<file path="config.mk">
export PLATFORM = sky130hd
export DESIGN_NAME = dbirq_top
export DESIGN_NICKNAME = d
export VERILOG_FILES = /design/src/include/dbirq_pkg.sv /design/src/rtl/dbirq_sync.sv /design/src/rtl/dbirq_flag_bank.sv /design/src/rtl/dbirq_top.sv
export VERILOG_INCLUDE_DIRS = /design/src /design/src/include
export SDC_FILE = /design/constraint.sdc
export NUM_CORES = 1
export LEC_CHECK = 0
export BUFFER_PORTS_ARGS = -buffer_cell sky130_fd_sc_hd__buf_2
export CAP_MARGIN = 10
export CORE_ASPECT_RATIO = 0.75
export CORE_MARGIN = 2
export CORE_UTILIZATION = 52
export CTS_CLUSTER_SIZE = 24
export DETAILED_ROUTE_END_ITERATION = 16
export PLACE_DENSITY = 0.85
export REMOVE_ABC_BUFFERS = 1
export SLEW_MARGIN = 10
export SYNTH_ARGS = -nofsm -noshare
export SYNTH_HDL_FRONTEND = slang
export SYNTH_HIERARCHICAL = 1
export SYNTH_SLANG_ARGS = --single-unit
</file>
<file path="constraint.sdc">
create_clock -name clk -period 1.6 [get_ports clk]
set_clock_uncertainty 0.15 [all_clocks]
set_input_delay 0.08 -clock clk [delete_from_list [all_inputs] [get_ports clk]]
set_output_delay 0.08 -clock clk [all_outputs]
set_load 0.01 [all_outputs]
</file>
<file path="src/include/dbirq_params.svh">
// Address map, field positions, reset values and vector code of the drive bridge interrupt block
`ifndef DBIRQ_PARAMS_SVH
`define DBIRQ_PARAMS_SVH

// ----------------------------------------
// Register addresses on the XDATA bus
// ----------------------------------------
`define DBIRQ_ADDR_PRI_STATUS  16'hF0E6
`define DBIRQ_ADDR_PRI_ENABLE  16'hF0E7
`define DBIRQ_ADDR_SEC_STATUS  16'hF0E8
`define DBIRQ_ADDR_SEC_ENABLE  16'hF0E9

// ----------------------------------------
// Primary status field positions
// ----------------------------------------
`define DBIRQ_BIT_DRIVE_IRQ    0
`define DBIRQ_BIT_SEC_PEND     1
`define DBIRQ_BIT_BYTE_MIS     2
`define DBIRQ_BIT_HOST_DONE    3
`define DBIRQ_BIT_HOST_STALL   4
`define DBIRQ_BIT_DRIVE_DONE   5
`define DBIRQ_BIT_AUTO_ERR     6
`define DBIRQ_BIT_CMD_DONE     7

// ----------------------------------------
// Reset values and vector code
// ----------------------------------------
`define DBIRQ_RST_STATUS       8'h00
`define DBIRQ_RST_ENABLE       8'h00
`define DBIRQ_RST_RDATA        8'h00
`define DBIRQ_BRIDGE_VECTOR    8'h48
`define DBIRQ_NO_VECTOR        8'h00

`endif

</file>
<file path="src/include/dbirq_pkg.sv">
// Types shared by the drive bridge interrupt block
`default_nettype none

package dbirq_pkg;

   // Register selected by the XDATA address decoder
   typedef enum logic [2:0] {
      DBIRQ_SEL_NONE   = 3'b000,
      DBIRQ_SEL_PSTAT  = 3'b001,
      DBIRQ_SEL_PENA   = 3'b010,
      DBIRQ_SEL_SSTAT  = 3'b011,
      DBIRQ_SEL_SENA   = 3'b100
   } dbirq_sel_t;

endpackage

`default_nettype wire

</file>
<file path="src/rtl/dbirq_sync.sv">
// Two-stage synchroniser with rising-edge pulse for an asynchronous pin
`default_nettype none

module dbirq_sync (
   // Clock and reset
   input  wire logic clk,
   input  wire logic resetn,
   // Pin side
   input  wire logic pin_in,
   // Logic side
   output logic      level_out,
   output logic      rise_out
);

   logic meta_ff;
   logic sync_ff;
   logic prev_ff;

   // --------------------------------
   // Synchroniser chain
   // --------------------------------
   // Only sync_ff reads meta_ff; everything else looks downstream
   always_ff @(posedge clk or negedge resetn) begin
      if (!resetn) begin
         meta_ff <= 1'b0;
         sync_ff <= 1'b0;
         prev_ff <= 1'b0;
      end else begin
         meta_ff <= pin_in;
         sync_ff <= meta_ff;
         prev_ff <= sync_ff;
      end
   end

   // Level and edge seen by the block
   assign level_out = sync_ff;
   assign rise_out  = sync_ff & ~prev_ff;

endmodule // dbirq_sync

`default_nettype wire

</file>
<file path="src/rtl/dbirq_flag_bank.sv">
// Bank of sticky event flags with write-one-to-clear and hardware auto-clear
`default_nettype none

module dbirq_flag_bank #(
   parameter int W = 8
) (
   // Clock and reset
   input  wire logic         clk,
   input  wire logic         resetn,
   // Events and clears
   input  wire logic [W-1:0] set_in,
   input  wire logic [W-1:0] w1c_in,
   input  wire logic [W-1:0] auto_clr_in,
   // Flags
   output logic      [W-1:0] flag_out
);

   // --------------------------------
   // One flag per bit
   // --------------------------------
   // A set in the same cycle as a clear wins, so no event is lost
   for (genvar i = 0; i < W; i++) begin : g_flag
      logic flag_ff;
      always_ff @(posedge clk or negedge resetn) begin
         if (!resetn) begin
            flag_ff <= 1'b0;
         end else if (set_in[i]) begin
            flag_ff <= 1'b1;
         end else if (w1c_in[i] || auto_clr_in[i]) begin
            flag_ff <= 1'b0;
         end
      end
      assign flag_out[i] = flag_ff;
   end

endmodule // dbirq_flag_bank

`default_nettype wire

</file>
<file path="src/rtl/dbirq_top.sv">
// Primary and secondary interrupt status and enable registers of the drive bridge
//
// Operation
// - Drive flag set only in manual phase
// - Automatic phase: hardware absorbs drive interrupt
// - Bit 1 summarises enabled secondary sources
// - Bit 2 set on byte count mismatch
// - Bit 3 set on host-side done
// - Bit 4 set on host-side stalled transfer
// - Clearing bit 4 flushes or forwards buffer
// - Bit 5 set on drive-side done
// - Bit 6 set on auto-sequence error
// - Bit 7 set on clean completion
// - Enabled sources except bit 0 use vector 48h
// - Primary enable register is read/write
// - Secondary status register at F0E8
// - Secondary enable register at F0E9
// - Write one clears flag, zero keeps
// - Launch clears both done flags
// - Primary status F0E6, enable F0E7
`default_nettype none
`include "dbirq_params.svh"

module dbirq_top
   import dbirq_pkg::*;
#(
   parameter int SEC_W = 8
) (
   // Clock and reset
   input  wire logic             clk,
   input  wire logic             resetn,
   // XDATA register port
   input  wire logic [15:0]      xaddr,
   input  wire logic [7:0]       xwdata,
   input  wire logic             xwr,
   input  wire logic             xrd,
   output logic      [7:0]       xrdata,
   // Drive interrupt pin
   input  wire logic             drive_intrq,
   // Sequencer state and events
   input  wire logic             manual_phase,
   input  wire logic             byte_count_mismatch,
   input  wire logic             host_side_done,
   input  wire logic             host_side_stalled,
   input  wire logic             drive_side_done,
   input  wire logic             auto_sequence_error,
   input  wire logic             command_completed,
   input  wire logic             launch_transfer,
   input  wire logic             host_pending_abort_select,
   // Secondary sources
   input  wire logic [SEC_W-1:0] secondary_events,
   // Interrupt outputs
   output logic                  bridge_irq,
   output logic      [7:0]       irq_vector,
   output logic                  drive_irq,
   output logic                  secondary_source_pending,
   // Sequencer hand-backs
   output logic                  drive_irq_serviced,
   output logic                  sector_flush,
   output logic                  sector_forward
);

   // ----------------------------------------
   // Declarations
   // ----------------------------------------
   // Bus decode and write strobes
   dbirq_sel_t       sel;
   logic             wr_pstat;
   logic             wr_pena;
   logic             wr_sstat;
   logic             wr_sena;
   // Drive pin edge
   logic             intrq_rise;
   // Flag banks and enables
   logic [6:0]       pri_set;
   logic [6:0]       pri_w1c;
   logic [6:0]       pri_auto;
   logic [6:0]       pri_flags;
   logic [7:0]       pri_status;
   logic [7:0]       pri_enable_ff;
   logic [SEC_W-1:0] sec_w1c;
   logic [SEC_W-1:0] sec_flags;
   logic [SEC_W-1:0] sec_enable_ff;
   logic [7:0]       pri_pending;
   // Stall resolution, hand-backs and read path
   logic             stall_clear;
   logic             serviced_ff;
   logic             flush_ff;
   logic             forward_ff;
   logic [7:0]       rdata_ff;
   logic [7:0]       nxt_rdata;
   logic [7:0]       sec_rd;

   // ----------------------------------------
   // Address decode
   // ----------------------------------------
   // Only the four addresses below answer; anything else reads zero
   // The address is decoded in full, so no register shows up at a mirror
   always_comb begin
      case (xaddr)
         `DBIRQ_ADDR_PRI_STATUS: sel = DBIRQ_SEL_PSTAT;
         `DBIRQ_ADDR_PRI_ENABLE: sel = DBIRQ_SEL_PENA;
         `DBIRQ_ADDR_SEC_STATUS: sel = DBIRQ_SEL_SSTAT;
         `DBIRQ_ADDR_SEC_ENABLE: sel = DBIRQ_SEL_SENA;
         default:                sel = DBIRQ_SEL_NONE;
      endcase
   end

   // Write strobes per register
   // A strobe held for several cycles repeats the write, which is harmless
   assign wr_pstat = xwr && (sel == DBIRQ_SEL_PSTAT);
   assign wr_pena  = xwr && (sel == DBIRQ_SEL_PENA);
   assign wr_sstat = xwr && (sel == DBIRQ_SEL_SSTAT);
   assign wr_sena  = xwr && (sel == DBIRQ_SEL_SENA);

   // ----------------------------------------
   // Drive interrupt pin
   // ----------------------------------------
   // Two flops guard against a metastable pin sample; only the rising
   // edge is an event, so the synchronised level is left unconnected
   dbirq_sync u_intrq_sync (
      .clk       (clk),
      .resetn    (resetn),
      .pin_in    (drive_intrq),
      .level_out (),
      .rise_out  (intrq_rise)
   );

   // Hardware takes the drive interrupt itself outside the manual phase
   // The pulse tells the sequencer the edge was consumed; no flag is set,
   // so firmware is not disturbed while the automatic phase runs
   always_ff @(posedge clk or negedge resetn) begin
      if (!resetn) begin
         serviced_ff <= 1'b0;
      end else begin
         serviced_ff <= intrq_rise && !manual_phase;
      end
   end

   // ----------------------------------------
   // Primary status flags
   // ----------------------------------------
   // Bank order: {cmd_done, auto_err, drive_done, host_stall, host_done,
   // byte_mis, drive_irq}; bit 1 has no flop, it is a live summary
   // Event inputs set their flag in every cycle they are high, so a clear
   // only sticks once the source has dropped again
   assign pri_set[0] = intrq_rise && manual_phase;
   assign pri_set[1] = byte_count_mismatch;
   assign pri_set[2] = host_side_done;
   assign pri_set[3] = host_side_stalled;
   assign pri_set[4] = drive_side_done;
   assign pri_set[5] = auto_sequence_error;
   assign pri_set[6] = command_completed;

   // Ones written to the status address clear, zeros keep
   // Written bit 1 is dropped: it is read-only and has no flop to clear
   assign pri_w1c = wr_pstat ? {xwdata[7:2], xwdata[0]} : 7'h00;

   // A new transfer launch drops both done flags
   // A done event in the launch cycle still wins, so no completion is lost
   always_comb begin
      pri_auto    = 7'h00;
      pri_auto[2] = launch_transfer;
      pri_auto[4] = launch_transfer;
   end

   // Seven flops: bit 1 of the register is the summary, not a flag
   dbirq_flag_bank #(
      .W (7)
   ) u_pri_bank (
      .clk         (clk),
      .resetn      (resetn),
      .set_in      (pri_set),
      .w1c_in      (pri_w1c),
      .auto_clr_in (pri_auto),
      .flag_out    (pri_flags)
   );

   // Full 8-bit view with the summary bit in place
   // Reads and the request logic use the same view, so they never disagree
   assign pri_status = {pri_flags[6:1], secondary_source_pending, pri_flags[0]};

   // ----------------------------------------
   // Primary enable register
   // ----------------------------------------
   // All eight bits are kept; bit 0 gates the drive line, bit 1 the summary
   // A changed mask acts from the next cycle and never touches a flag
   always_ff @(posedge clk or negedge resetn) begin
      if (!resetn) begin
         pri_enable_ff <= `DBIRQ_RST_ENABLE;
      end else if (wr_pena) begin
         pri_enable_ff <= xwdata;
      end
   end

   // ----------------------------------------
   // Secondary status and enable
   // ----------------------------------------
   // Ones written to the secondary status clear, zeros keep
   assign sec_w1c = wr_sstat ? xwdata[SEC_W-1:0] : '0;

   dbirq_flag_bank #(
      .W (SEC_W)
   ) u_sec_bank (
      .clk         (clk),
      .resetn      (resetn),
      .set_in      (secondary_events),
      .w1c_in      (sec_w1c),
      .auto_clr_in ('0),
      .flag_out    (sec_flags)
   );

   // Secondary enable register, read and write
   always_ff @(posedge clk or negedge resetn) begin
      if (!resetn) begin
         sec_enable_ff <= '0;
      end else if (wr_sena) begin
         sec_enable_ff <= xwdata[SEC_W-1:0];
      end
   end

   // Any enabled secondary source lights the summary bit
   // It is live, so it drops as soon as the last enabled source is cleared
   assign secondary_source_pending = |(sec_flags & sec_enable_ff);

   // ----------------------------------------
   // Stalled-transfer resolution
   // ----------------------------------------
   // Firmware must have set the abort select before this write; the
   // select is sampled in the clearing cycle. A clear beaten by a new
   // stall event does not count, since the flag stays set.
   assign stall_clear = wr_pstat && xwdata[`DBIRQ_BIT_HOST_STALL]
                        && pri_flags[3] && !pri_set[3];

   // Exclusive one-cycle pulses; the select's polarity is 1 = flush
   always_ff @(posedge clk or negedge resetn) begin
      if (!resetn) begin
         flush_ff   <= 1'b0;
         forward_ff <= 1'b0;
      end else begin
         flush_ff   <= stall_clear && host_pending_abort_select;
         forward_ff <= stall_clear && !host_pending_abort_select;
      end
   end

   // ----------------------------------------
   // Interrupt request and vector
   // ----------------------------------------
   // A flag only requests while its enable bit is set
   assign pri_pending = pri_status & pri_enable_ff;

   // Bit 0 requests on its own line; the rest share the bridge vector
   assign bridge_irq = |pri_pending[7:1];
   assign irq_vector = bridge_irq ? `DBIRQ_BRIDGE_VECTOR : `DBIRQ_NO_VECTOR;
   assign drive_irq  = pri_pending[`DBIRQ_BIT_DRIVE_IRQ];

   // ----------------------------------------
   // Read data
   // ----------------------------------------
   // Narrow secondary widths read as zero above the top source
   always_comb begin
      sec_rd = 8'h00;
      sec_rd[SEC_W-1:0] = sec_flags;
   end

   // Register mux ahead of the read flop; unmapped addresses read zero
   always_comb begin
      case (sel)
         DBIRQ_SEL_PSTAT: nxt_rdata = pri_status;
         DBIRQ_SEL_PENA:  nxt_rdata = pri_enable_ff;
         DBIRQ_SEL_SSTAT: nxt_rdata = sec_rd;
         DBIRQ_SEL_SENA: begin
            nxt_rdata = 8'h00;
            nxt_rdata[SEC_W-1:0] = sec_enable_ff;
         end
         default:         nxt_rdata = `DBIRQ_RST_RDATA;
      endcase
   end

   // Read data is captured on the read strobe and held until the next read
   // Holding it lets a slow master sample late, at the cost of stale data
   always_ff @(posedge clk or negedge resetn) begin
      if (!resetn) begin
         rdata_ff <= `DBIRQ_RST_RDATA;
      end else if (xrd) begin
         rdata_ff <= nxt_rdata;
      end
   end

   // ----------------------------------------
   // Outputs
   // ----------------------------------------
   // Hand-backs come straight from flops, so the sequencer sees clean pulses
   assign xrdata             = rdata_ff;
   assign drive_irq_serviced = serviced_ff;
   assign sector_flush       = flush_ff;
   assign sector_forward     = forward_ff;

endmodule // dbirq_top

`default_nettype wire

</file>
==> summary.md, run 1 <==
| Metric | Value |
|---|---|
| Status | finished with violations |
| Failing checks | negative setup slack |
| Most Frequent Cell on Critical Path | nand4_1 |
| Pre-antenna DRT Iters | 4 |
| Skew-Pair Late Insertion Delay | 0.31 ns |
| Seq cells post-synth | 45 |
| CTS root buf | clkbuf_8 |
| PD cells | 698 nW/µm² |
| CTS clk-pin slew, worst paths | 0.09 ns |
| Post-synthesis area per instance | around 12 µm² |
| Worst setup margin | -0.121 ns |
| Leak Pwr | 1.69 nW |
| Clock buffer count from CTS | 5 |
| Worst Hold Class | in -> reg |
| Filler cells | 302 |
| WS Path Type | reg -> out |
| EDFF count, synth | 0 |
| Worst path cell trace | a22oi_2 -> nand4_1 -> nand2_1 -> nand4_1 -> buf_2 |
| MaxCap Viol Count | 0 |
| Achievable frequency | roughly 580 MHz |
| Post-DP HPWL | 3.90 mm |
| H-tree Lvls | 2 |
| Ports | 68 |
| Max IR drop VDD | a little under 600 µV |
| Post-synth top area share | 0.473 |
| Area Overhead vs Synth | 36.2% |
| Reg-to-reg slack, setup | 0.23 ns |
| Count leader, synth | dfrtp_1 |
| CP Capture Type | output port |
| Grt ovf | 0 |
| Dpl ws | -0.295 ns |
| Die width | roughly 82 µm |
| Routability cong. | 0.800 |
| Synth cell count leaders | dfrtp_1 (45), buf_4 (23), nor2_1 (17) |
| Site row count | 21 |
| Antenna cell count | 0 |
| Fin crit share | 1.08 |
| Clk sinks | 45 |
| Ys Warns | 6 |
| Total track usage | 0.235 |
| Max Transition Viols Final | 0 |
| Ys flop type | dfrtp_1 |
| Critical path startpoint category | flip-flop |
| Largest cells by area after synthesis | dfrtp_1 (47%), mux2_2 (7.6%), buf_4 (7.3%) |
| Async SR Flop Fraction | 1.00 |
| Largest net degree at the start of global routing | 46 |
| Netlist cell types | 36 |
| Synth Instances | 204 |
| Die Area | a little over 5000 µm² |
| Unrepaired setup endpoints after global routing | true |
| Total Nets Final | 363 |
| Critical Path Fanout Max | 3 |
| Post-DRT Antenna Nets | 0 |
| DR WL/cell | approximately 15 µm |
| Count of input and output buffers | 61 |
| Post-synth top area cell | dfrtp_1 |
| Vias in the first global route | 1896 |
| DRC viols | 0 |
| Crit path DAT | 1.49 ns |
| Worst Hold Slack | 0.0836 ns |
| Initial Util | 0.536 |
| Post-synthesis sequential area ratio | 0.473 |
| Die Height | 62.6 µm |
| Required time of the critical path | 1.37 ns |
| Largest delay share family, worst path | flip-flops |
| Final Routed Wirelength | 5.62 mm |
| Mapped Area | around 2400 µm² |
| Via/cell ratio | 5.13 |
| Final setup violation count | 3 |
| Via count | 1922 |
| CP max-delay cell | dfrtp_1 |
| Max Buffers Root-to-Sink | 2 |
| Ratio of cells with drive above 1 in the final layout | 0.412 |
| TritonCTS clock tree | built |
| Min Tclk post-route | 1.72 ns |
| Crit path largest cell delay | roughly 0.4 ns |
| Final Hold Fails | 0 |
| DRT iter0 DRCs | 56 |
| Global-route wire length before repair | 8.98 mm |
| Initial antenna violation count | 0 |
| Core Box Area | ~4400 µm² |
| Buffers and inverters on the worst path | 1 |
-- sequential cells by signal, indices dropped and copies added, names as in the netlist --
register / count
sector_forward: 1
sec_enable_ff: 8
u_sec_bank/g_flag.flag_ff: 8
u_intrq_sync/prev_ff: 1
drive_irq_serviced: 1
xrdata: 8
u_pri_bank/g_flag.flag_ff: 7
u_intrq_sync/meta_ff: 1
sector_flush: 1
u_intrq_sync/level_out: 1
pri_enable_ff: 8
-- worst paths after layout --
| check | startpoint | endpoint | cells after the start |
|---|---|---|---|
| worst max-delay path | sec_enable_ff[5] | irq_vector[3] | 5 |
| worst min-delay path | xrd | xrdata[2] | 3 |
| worst max register to register | sec_enable_ff[5] | xrdata[1] | 5 |
| worst min register to register | u_intrq_sync/meta_ff | u_intrq_sync/level_out | 0 |
| max in group asynchronous | resetn | xrdata[6] | 3 |
| min in group asynchronous | resetn | xrdata[1] | 3 |
-- metal layers --
metal | GRT usage | wire length [µm] | up-vias
met5 | 0 | 0 | -
met4 | 0.106 | 124 | 0
met3 | 0.0506 | 293 | 11
met2 | 0.375 | 2770 | 67
met1 | 0.303 | 2420 | 916
li1 | - | - | 928
-- layout make-up --
type                            count  area [µm²]  area share
Clock buffer                        6        82.6      0.0255
Clock inverter                      2        16.3     0.00502
Inverter                            4        15.0     0.00463
Multi-Input combinational cell    148        1140       0.353
Sequential cell                    45        1130       0.347
Tap cell                           57        71.3      0.0220
Timing Repair Buffer              113         786       0.242
-- power breakdown --
group	switching (mW)	total, mW	internal (mW)
registers	0.0269	1.19	1.17
logic	0.133	0.296	0.163
clock network	0.417	0.773	0.356
-- per-stage QoR --
step	cells	instance area (µm²)	util	power (mW)	TNS (ns)
after global routing	375	3240	0.730	2.36	-0.516
after detailed placement	335	2800	0.631	1.45	-7.75
after CTS	375	3230	0.726	2.28	-0.344
final	375	3240	0.730	2.26	-0.364
after global placement	335	2800	0.631	1.44	-6.68
after floorplan	197	2260	-	1.30	-1.01
-- worst min-delay path: stages --
cell       delay, ns
buf_2           0.11
clkinv_1        0.18
o2bb2ai_1       0.15
-- cell usage in the layout, fill, tap and decap left out, types with 2 or more instances in the layout --
| cell type | instances |
|---|---|
| nand4b_1 | 2 |
| nor4_4 | 3 |
| mux2_2 | 16 |
| conb_1 | 19 |
| nand4_1 | 2 |
| a21o_1 | 15 |
| nand2_1 | 3 |
| o2bb2ai_1 | 7 |
| dfrtp_1 | 45 |
| and2_2 | 7 |
| nor2_1 | 17 |
| mux2i_1 | 14 |
| buf_6 | 2 |
| a22oi_1 | 3 |
| buf_2 | 60 |
| inv_1 | 3 |
| a22oi_2 | 4 |
| a32oi_1 | 2 |
| dlygate4sd3_1 | 27 |
| o22a_1 | 7 |
| and2_1 | 10 |
| nand4_2 | 2 |
| buf_4 | 23 |
| clkbuf_8 | 6 |
-- timing repair --
item                                    CTS  global route
hold buffers                             27             0
endpoints found under the hold margin    80             0
endpoints found under the setup margin    4            15
pin swaps                                 1             1
gates resized for setup                   3             3
setup buffers                             5             0
-- logic make-up after synthesis --
family | synth area share
muxes | 0.135
and+or+nand+nor | 0.174
buffers and inverters | 0.0831
other | 0.00158
DFF | 0.473
AOI/OAI and AO/OA | 0.134
Power figures use the tool's default switching activity.
==> inputs of run 2 (changes only) <==
--- a/config.mk
+++ b/config.mk
@@ -20,3 +20,4 @@
 export SYNTH_HDL_FRONTEND = slang
 export SYNTH_HIERARCHICAL = 1
 export SYNTH_SLANG_ARGS = --single-unit
+export TNS_END_PERCENT = 5
==> constraint.sdc (replaced) <==
create_clock -name clk -period 1.9 [get_ports clk]
set_clock_uncertainty 0.15 [all_clocks]
set_input_delay 0.095 -clock clk [delete_from_list [all_inputs] [get_ports clk]]
set_output_delay 0.095 -clock clk [all_outputs]
set_load 0.01 [all_outputs]
==> summary.md, run 2 (same netlist as run 1, synthesis figures left out) <==
| Metric | Value |
|---|---|
| Switching share of power | 0.253 |
| Final Hold Fails | 0 |
| Leak Pwr | 1.63 nW |
| WS Path Type | reg -> out |
| Most common cell after layout, fill and taps aside | buf_2 |
| Antenna cell count | 0 |
| DRC viols | 0 |
| Seq pwr share | 0.552 |
| Max IR drop VDD | between 400 and 500 µV |
| Initial antenna violation count | 0 |
| Ratio of cells with drive above 1 in the final layout | 0.381 |
| Via count | 1891 |
| Worst Hold Slack | 0.0925 ns |
| Crit path DAT | 1.54 ns |
| Filler cells | 336 |
| DRT iter0 DRCs | 79 |
| Internal Power | 1.36 mW |
| H-tree Lvls | 2 |
| Ports | 68 |
| Global-route wire length before repair | 8.98 mm |
| Final setup violation count | 0 |
| Die width | 82.1 µm |
| Fin crit share | 0.941 |
| Grt met3 use | 0.0592 |
| Min Tclk post-route | 1.79 ns |
| Vias in the first global route | just under 2000 |
| Worst-Margin Slew | 0.572 ns |
| Status | finished clean |
| Largest net degree at the start of global routing | 46 |
| Count of input and output buffers | 61 |
| CTS clk-pin slew, worst paths | 0.09 ns |
| Worst Hold Class | in -> reg |
| Via/cell ratio | 5.20 |
| Met2 Usage GRT | 0.379 |
| Achievable frequency | 559 MHz |
| Clock buffer count from CTS | 5 |
| Multi-input logic area | 1130 µm² |
| Area Overhead vs Synth | 30.9% |
| Core Box Area | 4440 µm² |
| Finished Layout Cells | 364 |
| Clk sinks | 45 |
| Die Height | 62.6 µm |
| Site row count | 21 |
| Max Transition Viols Final | 0 |
| M1 GR Usage | 0.309 |
| Gr busiest metal | met2 |
| Power Total | 1.82 mW |
| P_sw | 0.461 mW |
| Max Buffers Root-to-Sink | 2 |
| Clock power frac | 0.322 |
| Max_slew headroom | 0.618 |
| Most frequent cells in the layout | buf_2 (61), dfrtp_1 (45), dlygate4sd3_1 (27) |
| TritonCTS clock tree | built |
| MaxCap Viol Count | 0 |
| Required time of the critical path | 1.65 ns |
| Reg area | ~1100 µm² |
| Post-DRT Antenna Nets | 0 |
| Initial Util | 0.536 |
| Unrepaired setup endpoints after global routing | false |
| Post-DP HPWL | 3.84 mm |
| CTS root buf | clkbuf_8 |
| Grt ovf | 0 |
| Critical Path Fanout Max | 3 |
| Die Area | 5140 µm² |
| Routability cong. | 0.764 |
| Logic pwr share | 0.126 |
| Total Nets Final | between 300 and 400 |
| Pre-antenna DRT Iters | 4 |
| DR WL/cell | approximately 15 µm |
| Final Routed Wirelength | 5.54 mm |
| CP Capture Type | output port |
| Total track usage | 0.231 |
| Skew-Pair Late Insertion Delay | 0.30 ns |
| Inst Count DP | 329 |
| PD cells | 585 nW/µm² |
| Critical path startpoint category | flip-flop |
==> run 2: worst paths after layout <==
path | from | endpoint | slack [ns] | cells after the start
setup reg to reg | u_sec_bank/g_flag[0].flag_ff | xrdata[1] | 0.51 | 5
setup / recovery | u_sec_bank/g_flag[0].flag_ff | irq_vector[6] | 0.11 | 5
max in group asynchronous | resetn | xrdata[5] | 0.95 | 3
hold / removal | xrd | xrdata[1] | 0.09 | 4
hold reg to reg | u_intrq_sync/meta_ff | u_intrq_sync/level_out | 0.20 | 0
min in group asynchronous | resetn | xrdata[1] | 0.26 | 3
==> run 2: final cells by class <==
type	count	area share
sequential	45	0.362
tap	57	0.0229
multi-input combinational	148	0.362
timing repair buffer	103	0.221
clock buffer	5	0.0221
inverter	4	0.00482
clock inverter	2	0.00522
==> run 2: worst max-delay path, stage by stage, from the launching register on <==
cell and delay [ns]:
dfrtp_1 0.41, a22oi_1 0.24, nand4_1 0.14, nand2_1 0.10
nand4_1 0.16, buf_2 0.19
==> run 2: power groups by stage <==
stage                     clock network (mW)  registers, mW  logic (mW)
final                                  0.586           1.01       0.230
after global routing                   0.642           1.01       0.255
after CTS                              0.598           1.00       0.229
after detailed placement                   0           1.02       0.187
after global placement                     0           1.02       0.181
after floorplan                            0           1.02      0.0787
==> run 2: metal layers <==
| layer | part of all wire | wire (µm) |
|---|---|---|
| met5 | 0 | 0 |
| met4 | 0.0096 | 53 |
| met3 | 0.074 | 411 |
| met2 | 0.48 | 2670 |
| met1 | 0.43 | 2400 |
==> run 2: repair_timing <==
action,CTS,global route
hold buffers,27,0
hold endpoints to repair,80,0
pin swaps,1,0
endpoints found under the setup margin,1,3
setup buffers,1,0
resized for setup,0,1
==> run 2: metrics by stage <==
| stage | instance area (µm²) | util | TNS, ns | worst slack, ns |
|---|---|---|---|---|
| 6_report | 3110 | 0.701 | 0 | 0.112 |
| 5_1_grt | 3110 | 0.701 | 0 | 0.0353 |
| 4_1_cts | 3110 | 0.700 | 0 | 0.0929 |
| 3_5_place_dp | 2750 | 0.618 | -0.107 | -0.0278 |
| 3_3_place_gp | 2750 | 0.618 | 0 | 0.00799 |
| 2_1_floorplan | 2260 | - | 0 | 0.177 |
